<file path="config.mk">
export PLATFORM = sky130hd
export DESIGN_NAME = psc_phase_ctl
export DESIGN_NICKNAME = d
export VERILOG_FILES = /design/src/hw/psc_pkg.sv /design/src/hw/psc_phase_ctl.sv /design/src/hw/psc_nibble_counter.sv /design/src/hw/psc_debounce.sv
export VERILOG_INCLUDE_DIRS = /design/src /design/src/hw
export SDC_FILE = /design/constraint.sdc
export NUM_CORES = 1
export LEC_CHECK = 0
export ABC_CLOCK_PERIOD_IN_PS = 10500
export BUFFER_PORTS_ARGS = -buffer_cell sky130_fd_sc_hd__buf_2
export CELL_PAD_IN_SITES_DETAIL_PLACEMENT = 1
export CELL_PAD_IN_SITES_GLOBAL_PLACEMENT = 1
export CORE_MARGIN = 2
export CORE_UTILIZATION = 40
export DETAILED_ROUTE_END_ITERATION = 16
export PLACE_DENSITY_LB_ADDON = 0.1
export SLEW_MARGIN = 20
export SYNTH_ARGS = -nofsm -noshare
export SYNTH_HDL_FRONTEND = slang
export SYNTH_SLANG_ARGS = --single-unit
export TNS_END_PERCENT = 10
</file>
<file path="constraint.sdc">
create_clock -name clk_i -period 10.5 [get_ports clk_i]
set_input_delay 0.525 -clock clk_i [delete_from_list [all_inputs] [get_ports clk_i]]
set_output_delay 0.525 -clock clk_i [all_outputs]
set_load 0.02 [all_outputs]
</file>
<file path="src/hw/psc_consts.svh">
// constants for the phase step counter control block
`ifndef PSC_CONSTS_SVH
`define PSC_CONSTS_SVH

// apb register byte offsets
`define PSC_ADDR_CTRL 8'h00
`define PSC_ADDR_STATUS 8'h04
`define PSC_ADDR_INT_STAT 8'h08
`define PSC_ADDR_INT_MASK 8'h0c

// ctrl fields and reset value
`define PSC_CTRL_OPERATE_BIT 0
`define PSC_CTRL_RST 1'b1

// status fields
`define PSC_STAT_COUNT_LSB 0
`define PSC_STAT_RANGE_BIT 8
`define PSC_STAT_UP_BIT 9
`define PSC_STAT_DOWN_BIT 10
`define PSC_STAT_OPERATE_BIT 11

// interrupt status and mask fields
`define PSC_INT_STEP_BIT 0
`define PSC_INT_LIMIT_BIT 1
`define PSC_INT_MASK_RST 2'b00

// count range reachable by the six-line shifter word
`define PSC_CNT_MIN 8'h00
`define PSC_CNT_MAX 8'h3f
`define PSC_CNT_RST 8'h00

// timing
`define PSC_CLK_HZ 20000000
`define PSC_STEP_MS 100
`define PSC_STEP_CYC ((`PSC_CLK_HZ / 1000) * `PSC_STEP_MS)
`define PSC_DB_MS 10
`define PSC_DB_CYC ((`PSC_CLK_HZ / 1000) * `PSC_DB_MS)
`define PSC_INIT_CYC 2'd3

`endif

</file>
<file path="src/hw/psc_pkg.sv">
// types for the phase step counter control block
`default_nettype none
package psc_pkg;
    // six-line control word, presented twice per shifter
    typedef struct packed {
        logic [5:0] grp_hi;
        logic [5:0] grp_lo;
    } psc_shifter_t;

    typedef struct packed {
        logic psel;
        logic penable;
        logic pwrite;
        logic [7:0] paddr;
        logic [31:0] pwdata;
    } psc_apb_req_t;

    typedef enum logic [1:0] {
        PSC_INIT_WAIT = 2'b00,
        PSC_INIT_LOAD = 2'b01,
        PSC_INIT_RUN = 2'b10
    } psc_init_t;
endpackage
`default_nettype wire

</file>
<file path="src/hw/psc_phase_ctl.sv">
// phase step counter control: switches, count, shifter drive, range lamp, apb registers
// Notes on behaviour
// RULE1: phase count lives in two cascaded presettable four-bit up/down counters.
// RULE2: after reset the count is preset from the 16-position selector.
// RULE3: oscillator runs only in operate mode; one step per period while switch held.
// RULE4: the adjust switch position chooses count up or count down.
// RULE5: shifter a gets the count, shifter b its bitwise inverse.
// RULE6: each shifter sees the same six-bit word on both line groups.
// RULE7: a high line turns its diode on; all high means maximum capacitance.
// RULE8: range lamp lights while a step beyond reach is requested; lit here only in operate mode, not in standby.
// RULE9: switches are debounced by a filter and a hysteresis threshold.
// RULE10: at minimum or maximum the count holds instead of wrapping, lamp lit.
//
// The placing of the registers and the APB register port are this design's own decisions.
`include "psc_consts.svh"
`default_nettype none
module psc_phase_ctl
    import psc_pkg::*;
#(
    parameter int unsigned STEP_CYC = `PSC_STEP_CYC,
    parameter int unsigned DB_CYC = `PSC_DB_CYC
) (
    // clock and reset
    input wire logic clk_i,
    input wire logic rst_i,
    // apb slave
    input wire logic psel_i,
    input wire logic penable_i,
    input wire logic pwrite_i,
    input wire logic [7:0] paddr_i,
    input wire logic [31:0] pwdata_i,
    output logic [31:0] prdata_o,
    output logic pready_o,
    output logic pslverr_o,
    // front panel
    input wire logic adjust_up_i,
    input wire logic adjust_down_i,
    input wire logic [3:0] preset_selector_i,
    output logic range_limit_indicator_o,
    // shifter drive lines
    output psc_shifter_t shifter_a_o,
    output psc_shifter_t shifter_b_o,
    // interrupt
    output logic irq_o
);
    localparam int unsigned OW = $clog2(STEP_CYC);
    localparam logic [OW-1:0] OSC_LAST = OW'(STEP_CYC - 1);

    psc_apb_req_t req;
    psc_init_t init_ff;
    psc_init_t nxt_init;
    logic [1:0] init_cnt_ff;
    logic [3:0] sel1_ff;
    logic [3:0] sel2_ff;
    logic up_lvl;
    logic dn_lvl;
    logic req_up;
    logic req_dn;
    logic operate_ff;
    logic [OW-1:0] osc_ff;
    logic running;
    logic tick;
    logic [7:0] count;
    logic at_max;
    logic at_min;
    logic blocked;
    logic step;
    logic limit_evt;
    logic load;
    logic low_carry;
    logic range_ff;
    psc_shifter_t drv_a_ff;
    psc_shifter_t drv_b_ff;
    logic [1:0] int_stat_ff;
    logic [1:0] int_mask_ff;
    logic [1:0] nxt_int_stat;
    logic [1:0] nxt_int_mask;
    logic irq_ff;
    logic [31:0] prdata_ff;
    logic hit_ctrl;
    logic hit_status;
    logic hit_stat;
    logic hit_mask;
    logic mapped;
    logic wr_en;
    logic setup;
    logic [31:0] rd_mux;
    logic [31:0] status_word;

    // switch debounce, one per contact of the adjust switch
    psc_debounce #(.DB_CYC(DB_CYC)) u_db_up (
        .clk_i(clk_i),
        .rst_i(rst_i),
        .pin_i(adjust_up_i),
        .level_o(up_lvl)
    );
    psc_debounce #(.DB_CYC(DB_CYC)) u_db_dn (
        .clk_i(clk_i),
        .rst_i(rst_i),
        .pin_i(adjust_down_i),
        .level_o(dn_lvl)
    );

    // both contacts at once cannot happen on a real toggle; treat it as no request
    assign req_up = up_lvl & ~dn_lvl; // RULE4
    assign req_dn = dn_lvl & ~up_lvl; // RULE4

    // power-up preset sequence: wait for the selector synchroniser, then load once
    always_comb begin
        unique case (init_ff)
            PSC_INIT_WAIT: nxt_init = (init_cnt_ff == `PSC_INIT_CYC) ? PSC_INIT_LOAD : PSC_INIT_WAIT;
            PSC_INIT_LOAD: nxt_init = PSC_INIT_RUN;
            PSC_INIT_RUN: nxt_init = PSC_INIT_RUN;
            default: nxt_init = PSC_INIT_WAIT;
        endcase
    end
    assign load = (init_ff == PSC_INIT_LOAD); // RULE2

    // count oscillator
    assign running = operate_ff & (init_ff == PSC_INIT_RUN); // RULE3
    assign tick = running & (osc_ff == OSC_LAST); // RULE3

    assign at_max = (count == `PSC_CNT_MAX);
    assign at_min = (count == `PSC_CNT_MIN);
    assign blocked = (req_up & at_max) | (req_dn & at_min); // RULE10
    assign step = tick & (req_up | req_dn) & ~blocked; // RULE3
    assign limit_evt = tick & blocked; // RULE10

    psc_nibble_counter u_phase_counter_low (
        .clk_i(clk_i),
        .rst_i(rst_i),
        .load_i(load),
        .load_val_i({sel2_ff[1:0], 2'b00}),
        .en_i(step),
        .up_i(req_up),
        .q_o(count[3:0]),
        .carry_o(low_carry)
    );
    psc_nibble_counter u_phase_counter_high (
        .clk_i(clk_i),
        .rst_i(rst_i),
        .load_i(load),
        .load_val_i({2'b00, sel2_ff[3:2]}),
        .en_i(low_carry),
        .up_i(req_up),
        .q_o(count[7:4]),
        .carry_o()
    );

    // apb decode; zero wait states
    assign req = '{psel: psel_i, penable: penable_i, pwrite: pwrite_i, paddr: paddr_i, pwdata: pwdata_i};
    assign hit_ctrl = (req.paddr == `PSC_ADDR_CTRL);
    assign hit_status = (req.paddr == `PSC_ADDR_STATUS);
    assign hit_stat = (req.paddr == `PSC_ADDR_INT_STAT);
    assign hit_mask = (req.paddr == `PSC_ADDR_INT_MASK);
    assign mapped = hit_ctrl | hit_status | hit_stat | hit_mask;
    assign setup = req.psel & ~req.penable;
    assign wr_en = req.psel & req.penable & req.pwrite & mapped;
    assign status_word = {20'h00000, operate_ff, req_dn, req_up, range_ff, count};
    assign rd_mux = hit_ctrl ? {31'h0, operate_ff} :
                    hit_status ? status_word :
                    hit_stat ? {30'h0, int_stat_ff} :
                    hit_mask ? {30'h0, int_mask_ff} : 32'h00000000;
    assign pready_o = 1'b1;
    assign pslverr_o = req.psel & req.penable & ~mapped;
    assign prdata_o = prdata_ff;

    // a new event wins over a write-one-to-clear in the same cycle
    assign nxt_int_stat = (int_stat_ff & ~((wr_en & hit_stat) ? req.pwdata[1:0] : 2'b00)) | {limit_evt, step};
    // irq built from next flags and next mask so it never lags a mask write
    assign nxt_int_mask = (wr_en & hit_mask) ? req.pwdata[1:0] : int_mask_ff;

    assign shifter_a_o = drv_a_ff;
    assign shifter_b_o = drv_b_ff;
    assign range_limit_indicator_o = range_ff;
    assign irq_o = irq_ff;

    always_ff @(posedge clk_i or posedge rst_i) begin
        if (rst_i) begin
            init_ff <= PSC_INIT_WAIT;
            init_cnt_ff <= 2'd0;
            sel1_ff <= 4'h0;
            sel2_ff <= 4'h0;
        end else begin
            init_ff <= nxt_init;
            init_cnt_ff <= (init_ff == PSC_INIT_WAIT) ? init_cnt_ff + 2'd1 : init_cnt_ff;
            sel1_ff <= preset_selector_i;
            sel2_ff <= sel1_ff;
        end
    end

    always_ff @(posedge clk_i or posedge rst_i) begin
        if (rst_i) begin
            osc_ff <= '0;
        end else begin
            osc_ff <= (!running || tick) ? '0 : osc_ff + OW'(1); // RULE3
        end
    end

    // drive lines registered; high line = diode on = capacitor added
    always_ff @(posedge clk_i or posedge rst_i) begin
        if (rst_i) begin
            drv_a_ff <= '0;
            drv_b_ff <= '1;
            range_ff <= 1'b0;
        end else begin
            drv_a_ff <= '{grp_hi: count[5:0], grp_lo: count[5:0]}; // RULE5 RULE6 RULE7
            drv_b_ff <= '{grp_hi: ~count[5:0], grp_lo: ~count[5:0]}; // RULE5 RULE6
            range_ff <= running & blocked; // RULE8
        end
    end

    always_ff @(posedge clk_i or posedge rst_i) begin
        if (rst_i) begin
            operate_ff <= `PSC_CTRL_RST;
            int_stat_ff <= 2'b00;
            int_mask_ff <= `PSC_INT_MASK_RST;
            irq_ff <= 1'b0;
            prdata_ff <= 32'h00000000;
        end else begin
            operate_ff <= (wr_en & hit_ctrl) ? req.pwdata[`PSC_CTRL_OPERATE_BIT] : operate_ff;
            int_mask_ff <= nxt_int_mask;
            int_stat_ff <= nxt_int_stat;
            irq_ff <= |(nxt_int_stat & nxt_int_mask);
            prdata_ff <= (setup & ~req.pwrite) ? rd_mux : prdata_ff;
        end
    end
endmodule // psc_phase_ctl
`default_nettype wire

</file>
<file path="src/hw/psc_nibble_counter.sv">
// presettable four-bit up/down counter stage with cascade carry
`default_nettype none
module psc_nibble_counter (
    // clock and reset
    input wire logic clk_i,
    input wire logic rst_i,
    // control
    input wire logic load_i,
    input wire logic [3:0] load_val_i,
    input wire logic en_i,
    input wire logic up_i,
    // state
    output logic [3:0] q_o,
    output logic carry_o
);
    logic [3:0] q_ff;
    logic [3:0] nxt_q;

    assign nxt_q = load_i ? load_val_i : (en_i ? (up_i ? q_ff + 4'h1 : q_ff - 4'h1) : q_ff); // RULE1
    assign carry_o = en_i & (up_i ? (q_ff == 4'hf) : (q_ff == 4'h0)); // RULE1
    assign q_o = q_ff;

    always_ff @(posedge clk_i or posedge rst_i) begin
        if (rst_i) begin
            q_ff <= 4'h0;
        end else begin
            q_ff <= nxt_q;
        end
    end
endmodule // psc_nibble_counter
`default_nettype wire

</file>
<file path="src/hw/psc_debounce.sv">
// switch debouncer: synchroniser, integrating filter, hysteresis threshold
`include "psc_consts.svh"
`default_nettype none
module psc_debounce #(
    parameter int unsigned DB_CYC = `PSC_DB_CYC
) (
    // clock and reset
    input wire logic clk_i,
    input wire logic rst_i,
    // raw switch and clean level
    input wire logic pin_i,
    output logic level_o
);
    localparam int unsigned W = $clog2(DB_CYC + 1);
    localparam logic [W-1:0] TOP = W'(DB_CYC);
    localparam logic [W-1:0] HI = W'((DB_CYC * 2) / 3);
    localparam logic [W-1:0] LO = W'(DB_CYC / 3);

    logic sync1_ff;
    logic sync2_ff;
    logic [W-1:0] integ_ff;
    logic [W-1:0] nxt_integ;
    logic level_ff;
    logic nxt_level;

    // the integrator plays the rc filter; it saturates so a held switch does not wrap
    assign nxt_integ = (sync2_ff && integ_ff != TOP) ? integ_ff + W'(1) :
                       (!sync2_ff && integ_ff != '0) ? integ_ff - W'(1) : integ_ff; // RULE9
    // one-third wide window between thresholds: bounce inside it cannot toggle the level
    assign nxt_level = (integ_ff >= HI) ? 1'b1 : (integ_ff <= LO) ? 1'b0 : level_ff; // RULE9
    assign level_o = level_ff;

    always_ff @(posedge clk_i or posedge rst_i) begin
        if (rst_i) begin
            sync1_ff <= 1'b0;
            sync2_ff <= 1'b0;
            integ_ff <= '0;
            level_ff <= 1'b0;
        end else begin
            sync1_ff <= pin_i;
            sync2_ff <= sync1_ff;
            integ_ff <= nxt_integ;
            level_ff <= nxt_level;
        end
    end
endmodule // psc_debounce
`default_nettype wire

</file>
==> flow_summary.toml, run 1 <==
[status]
outcome = "completed"

[timing]
setup_viol = 0
rsz0062_at_grt = "no"
period_share = 0.406
fin_setup_tns_ns = 0
worst_pin_slew_ns = 0.924
skew_ns = 0.00589
period_needed_ns = 4.26
max_freq_ghz = 0.235
finalMaxSlewViolations = 0
fin_hold_ws_ns = 0.117
relSlewSlack = 0.382
hold_viol_final = 0

[logic_synthesis]
yosys-top-cells-count = "dfrtp_1, nor2_1, nand2_1"
yosysWarnings = 0
async_flop_share = 1.00
yosysTopAreaCell = "dfrtp_1"
synth_top_area_frac = 0.406
netlist_instances = 676
ys_seq_area_frac = 0.434
yosysMostFrequentCell = "dfrtp_1"
syn_area_um2 = 6590
synth-main-ff-cell = "dfrtp_1"
yosys-top-cells-area = "dfrtp_1, ha_1, buf_4"
synth_area_per_cell_um2 = 9.75
synth-seq-cells = 114
synth_edf_count = 0
synth_cell_types = 61

[critical_path]
crit_path_top_delay_cell = "a21oi_1"
cp_num_buf_inv = 0
rr_worst_depth = 11
reg2reg_to = "u_db_dn.integ_ff[17]$_DFFE_PP0P_"
cp_max_fo = 18
cp_top_family = "simple AND/OR/NAND/NOR gates"
crit_cells = 11
arrival_ns = 4.61
timing.reg2reg.setup_slack_ns = 6.24
critPathMaxStageDelay_ns = 0.57
end_kind = "flop"
worst_r2r_startpoint = "u_db_dn.integ_ff[12]$_DFFE_PP0P_"
crit_chain = "nor4_1 > and3_1 > nand2_1 > nand2_1 > ha_1 > a21oi_1 > nand3_1 > a21oi_1 > o21ai_0 > or4_1 > nand4_1"
cp-endpoint = "u_db_dn.integ_ff[17]$_DFFE_PP0P_"
critPathLaunchType = "flop"
startpoint = "u_db_dn.integ_ff[12]$_DFFE_PP0P_"
path_class = "reg2reg"
required_ns = 10.85

[clock_network]
cts.clk_slew.worst_paths_ns = 0.06
cts_resized = 0
numCtsBuffers = 17
cts-root-buf = "clkbuf_16"
cts_tree = "done"
cts_setup_buffers = 0
hold_buffers = 0
clkLatencyLatePin_ns = 0.42
cts.sinks = 114
cts_max_level = 4
clock_path_buffers = 2

[routing]
drt_iter0_markers = 161
routed_wl_um = 15900
drtPass1Iterations = 4
drc = 0
viasPerCell = 5.45
route.antenna.remaining_nets = 0
wl_per_cell_um = 16.6
vias = 5228

[final_layout]
nets = 828
stdcell_count = 959
final_cell_area_um2 = 7540
drive_gt1_frac = 0.155
antennaDiodeCount = 0
areaGrowthSynthToFinish_pct = 14.3

[floorplanning]
rows = 46
die_x_um = 132
core_um2 = 16000
dieArea_um2 = 17500
io_pins = 111
start_util = 0.412
die_y_um = 132

[place]
port_buffers = 59
gp_congestion = 0.810
dp_hpwl_um = 11400
placed_area_um2 = 6950
place_inst = 927

[min_path]
hold_class = "in2async"

[grt]
globalRouteTotalUtil = 0.190
overflow = 0
antenna_found_initial = 0
grt_start_max_net_pins = 85
grt_pass1_wl_um = 27000
grt_pass1_vias = 5433

[power_and_ir_drop]
p_leak_nw = 3.46
vdd_drop_max_mv = 0.121
p_per_area_nw_per_um2 = 258

[run]
maxCapViolCount = 0
power by group:
group | switching, mW | internal [mW] | leakage [nW] | total, mW
combinational | 0.438 | 0.316 | 1.77 | 0.754
clock | 0.222 | 0.348 | 0.273 | 0.570
sequential | 0.0957 | 0.526 | 1.42 | 0.621
total | 0.756 | 1.19 | 3.46 | 1.95
how the worst min path moves through the flow:
stage | startpoint | endpoint | depth (start not counted)
2_1_floorplan | sel1_ff[0]$_DFF_PP0_ | sel2_ff[0]$_DFF_PP0_ | 0
3_3_place_gp | sel1_ff[0]$_DFF_PP0_ | sel2_ff[0]$_DFF_PP0_ | 0
3_5_place_dp | u_db_dn.sync1_ff$_DFF_PP0_ | u_db_dn.sync2_ff$_DFF_PP0_ | 0
4_1_cts | rst_i | u_db_up.integ_ff[4]$_DFFE_PP0P_ | 2
5_1_grt | rst_i | u_db_dn.sync1_ff$_DFF_PP0_ | 2
6_report | rst_i | u_db_up.integ_ff[4]$_DFFE_PP0P_ | 2
cell type report:
class / instances / area, µm²
Clock inverter: 12 / 120
Fill cell: 1857 / 8460
Clock buffer: 20 / 467
Inverter: 24 / 92.6
Multi-Input combinational cell: 513 / 3420
Tap cell: 216 / 270
Sequential cell: 114 / 2860
Timing Repair Buffer: 60 / 307
per-stage QoR:
stage	worst slack, ns	utilization	power (mW)
global placement	6.39	0.434	1.33
detailed placement	6.20	0.434	1.38
floorplan	6.95	-	1.20
CTS	6.19	0.471	1.96
global route	5.80	0.471	2.10
finish	6.24	0.471	1.95
cells by family after synthesis:
group                    synth area share
adder cells (fa/ha/maj)            0.0938
flip-flops                          0.434
XOR/XNOR                           0.0624
multiplexers                       0.0148
buffers and inverters              0.0581
other                             0.00114
AO/OA/AOI/OAI                       0.146
AND/OR/NAND/NOR                     0.190
registers in the layout, indices dropped and copies added, names as in the netlist, 6 cells and up:
| signal | cells |
|---|---|
| u_db_up.integ_ff | 18 |
| u_db_dn.integ_ff | 18 |
| osc_ff | 21 |
| shifter_b_o | 6 |
| prdata_o | 12 |
| shifter_a_o | 6 |
placed cells by master, fill, tap and decap left out, types with 3 or more instances in the layout:
master | Yosys | final
nand4_1 | 17 | 17
a211oi_1 | 6 | 6
clkinvlp_4 | 0 | 5
clkbuf_16 | 0 | 17
and4_1 | 5 | 5
clkbuf_8 | 0 | 3
fa_1 | 4 | 4
o21ai_0 | 37 | 37
dfstp_2 | 7 | 7
mux2i_1 | 3 | 3
ha_1 | 43 | 43
buf_2 | 3 | 59
xnor2_1 | 23 | 23
nand2_1 | 53 | 53
or3_1 | 4 | 4
a211o_1 | 4 | 4
nor3_1 | 21 | 21
and3_1 | 11 | 11
inv_1 | 24 | 23
nor4_1 | 6 | 6
inv_6 | 0 | 5
dfrtp_1 | 107 | 107
nor4b_1 | 3 | 3
conb_1 | 2 | 21
nand3_1 | 22 | 22
nor2_1 | 62 | 62
o31ai_1 | 4 | 4
a21oi_1 | 41 | 41
a21o_1 | 20 | 20
xor2_1 | 24 | 24
and2_1 | 3 | 3
nand2b_1 | 10 | 10
a22o_1 | 12 | 12
o21a_1 | 3 | 3
or4_1 | 6 | 6
mux2_2 | 4 | 4
nor2b_1 | 5 | 5
a31oi_1 | 6 | 6
metal layers:
| layer | up-vias | track usage | wire length [µm] |
|---|---|---|---|
| met5 | - | 0 | 0 |
| met4 | 0 | 0.0472 | 147 |
| met3 | 12 | 0.0473 | 550 |
| met2 | 105 | 0.323 | 7860 |
| met1 | 2611 | 0.242 | 7370 |
| li1 | 2500 | - | - |
No activity file was read; power rests on OpenSTA's default activity.
==> run 2: changes to the inputs <==
--- a/config.mk
+++ b/config.mk
@@ -6,12 +6,13 @@
 export SDC_FILE = /design/constraint.sdc
 export NUM_CORES = 1
 export LEC_CHECK = 0
-export ABC_CLOCK_PERIOD_IN_PS = 10500
+export ABC_AREA = 1
+export ABC_CLOCK_PERIOD_IN_PS = 3600
 export BUFFER_PORTS_ARGS = -buffer_cell sky130_fd_sc_hd__buf_2
 export CELL_PAD_IN_SITES_DETAIL_PLACEMENT = 1
 export CELL_PAD_IN_SITES_GLOBAL_PLACEMENT = 1
 export CORE_MARGIN = 2
-export CORE_UTILIZATION = 40
+export CORE_UTILIZATION = 38
 export DETAILED_ROUTE_END_ITERATION = 16
 export PLACE_DENSITY_LB_ADDON = 0.1
 export SLEW_MARGIN = 20
==> constraint.sdc (replaced) <==
create_clock -name clk_i -period 3.6 [get_ports clk_i]
set_input_delay 0.18 -clock clk_i [delete_from_list [all_inputs] [get_ports clk_i]]
set_output_delay 0.18 -clock clk_i [all_outputs]
set_load 0.02 [all_outputs]
==> flow_summary.toml, run 2 <==
[timing]
hold_viol_final = 0
period_share = 0.837
fin_setup_tns_ns = 0
period_needed_ns = 3.01
worst_pin_slew_ns = 0.821
finalMaxSlewViolations = 0
rsz0062_at_grt = "no"
skew_ns = 0.00999
relSlewSlack = 0.453
setup_viol = 0
max_freq_ghz = 0.332

[clock_network]
cts.sinks = 114
hold_buffers = 7
clock_path_buffers = 2
clkLatencyLatePin_ns = 0.42
cts.clk_slew.worst_paths_ns = 0.06
cts-root-buf = "clkbuf_16"
cts_max_level = 4
cts_resized = 0
numCtsBuffers = 17
cts_tree = "done"
cts_setup_buffers = 0

[grt]
antenna_found_initial = 0
globalRouteTotalUtil = 0.197
grt_start_max_net_pins = 60
grt_pass1_wl_um = 32000
grt_pass1_vias = 6686
overflow = 0

[critical_path]
path_class = "reg2reg"
arrival_ns = 3.34
critPathLaunchType = "flop"
cp_max_fo = 18
worst_r2r_startpoint = "u_db_up.integ_ff[15]$_DFFE_PP0P_"
required_ns = 3.92
end_kind = "flop"
startpoint = "u_db_up.integ_ff[15]$_DFFE_PP0P_"

[logic_synthesis]
synth_cell_types = 42
synth-seq-cells = 114
yosysTopAreaCell = "dfrtp_1"
yosys-top-cells-area = "dfrtp_1, nand2_1, ha_1"
synth_top_area_frac = 0.367
synth-main-ff-cell = "dfrtp_1"
yosysMostFrequentCell = "nand2_1"
netlist_instances = 970
synth_area_per_cell_um2 = 7.52
synth_edf_count = 0
yosys-top-cells-count = "nand2_1, nor2_1, dfrtp_1"
yosysWarnings = 0
syn_area_um2 = 7290
ys_seq_area_frac = 0.392
async_flop_share = 1.00

[final_layout]
drive_gt1_frac = 0.116
final_common_cell = "nand2_1"
stdcell_count = 1288
final_cell_mix = "nand2_1, nor2_1, dfrtp_1"
nets = 1139
regMostFlops = "osc_ff"
regArea_um2 = 2860
areaGrowthSynthToFinish_pct = 14.9
nFillCells = 2372
multi_input_area_um2 = 3800
largest_reg_flops = 21
largestRegisters = "osc_ff: 21 flops, u_db_dn.integ_ff: 18 flops, u_db_up.integ_ff: 18 flops"
antennaDiodeCount = 0

[status]
outcome = "completed"

[place]
place_inst = 1249
gp_congestion = 0.831
dp_hpwl_um = 14200
port_buffers = 59

[routing]
routed_wl_um = 19000
route.antenna.remaining_nets = 0
drc = 0
drtPass1Iterations = 4
drt_iter0_markers = 171
wl_per_cell_um = 14.7
viasPerCell = 5.03
vias = 6482

[min_path]
hp-start = "pwdata_i[0]"
hold_class = "in2reg"

[floorplanning]
die_x_um = 143
rows = 50
dieArea_um2 = 20300
io_pins = 111
start_util = 0.388
core_um2 = 18800
die_y_um = 143

[power_and_ir_drop]
vdd_drop_max_mv = 0.365
finalPower_mw = 6.00
p_per_area_nw_per_um2 = 716
p_leak_nw = 4.18

[run]
maxCapViolCount = 0
## run 2: final cells by class
class	count	share of cell area
Multi-Input combinational cell	726	0.453
Sequential cell	114	0.342
Clock buffer	17	0.0508
Inverter	110	0.0496
Timing Repair Buffer	72	0.0490
Tap cell	234	0.0350
Clock inverter	15	0.0206
## run 2: cell families after synthesis
kind of cell,share of synthesized area
buf+inv,0.0964
flops,0.392
fa+ha+maj,0.0848
other cells,0.00103
compound gates,0.0831
xor+xnor,0.0360
simple gates,0.305
mux,0.00154
## run 2: path summary, 6_finish.rpt
path                            depth (start not counted)                                to  slack, ns
worst min-delay path                                    3            operate_ff$_DFFE_PP1P_       0.03
min in group asynchronous                               3   u_db_dn.integ_ff[0]$_DFFE_PP0P_       0.47
worst min register to register                          0              sel2_ff[1]$_DFF_PP0_       0.35
worst max-delay path                                   15  u_db_up.integ_ff[12]$_DFFE_PP0P_       0.59
worst max register to register                         15  u_db_up.integ_ff[12]$_DFFE_PP0P_       0.59
max in group asynchronous                               4          shifter_b_o[0]$_DFF_PP1_       2.19
## run 2: worst max-delay path, stage by stage, from the launching register on
cell,delay [ns]
dfrtp_1,0.39
nor2_1,0.33
nand2_1,0.17
nor3_1,0.16
nand3_1,0.12
nand2_2,0.10
buf_4,0.25
ha_1,0.23
nand2_1,0.06
o21ai_0,0.43
nand2_1,0.11
nand2_1,0.16
nand2_1,0.07
nand2_1,0.10
nor2_1,0.06
nor3b_1,0.19
## run 2: stage by stage
| step | area (µm²) | util | hold WS (ns) | setup slack [ns] |
|---|---|---|---|---|
| floorplan | 7360 | - | 0.211 | 0.416 |
| global placement | 7710 | 0.411 | 0.289 | 0.712 |
| detailed placement | 7710 | 0.411 | 0.290 | 0.601 |
| CTS | 8380 | 0.446 | 0.00491 | 0.569 |
| global route | 8380 | 0.446 | 0.0273 | 0.280 |
| finish | 8380 | 0.446 | 0.0252 | 0.586 |
## run 2: per-layer routing
metal | vias to the layer above | GRT usage | share of wire
met5 | - | 0 | 0
met4 | 0 | 0.0490 | 0.0090
met3 | 11 | 0.0397 | 0.028
met2 | 88 | 0.343 | 0.48
met1 | 3118 | 0.252 | 0.48
li1 | 3265 | - | -
## run 2: report_power, final
group	leakage, nW	internal, mW	switching (mW)
logic	2.46	0.922	1.57
clock network	0.283	1.04	0.685
registers	1.43	1.51	0.275
total	4.18	3.47	2.53
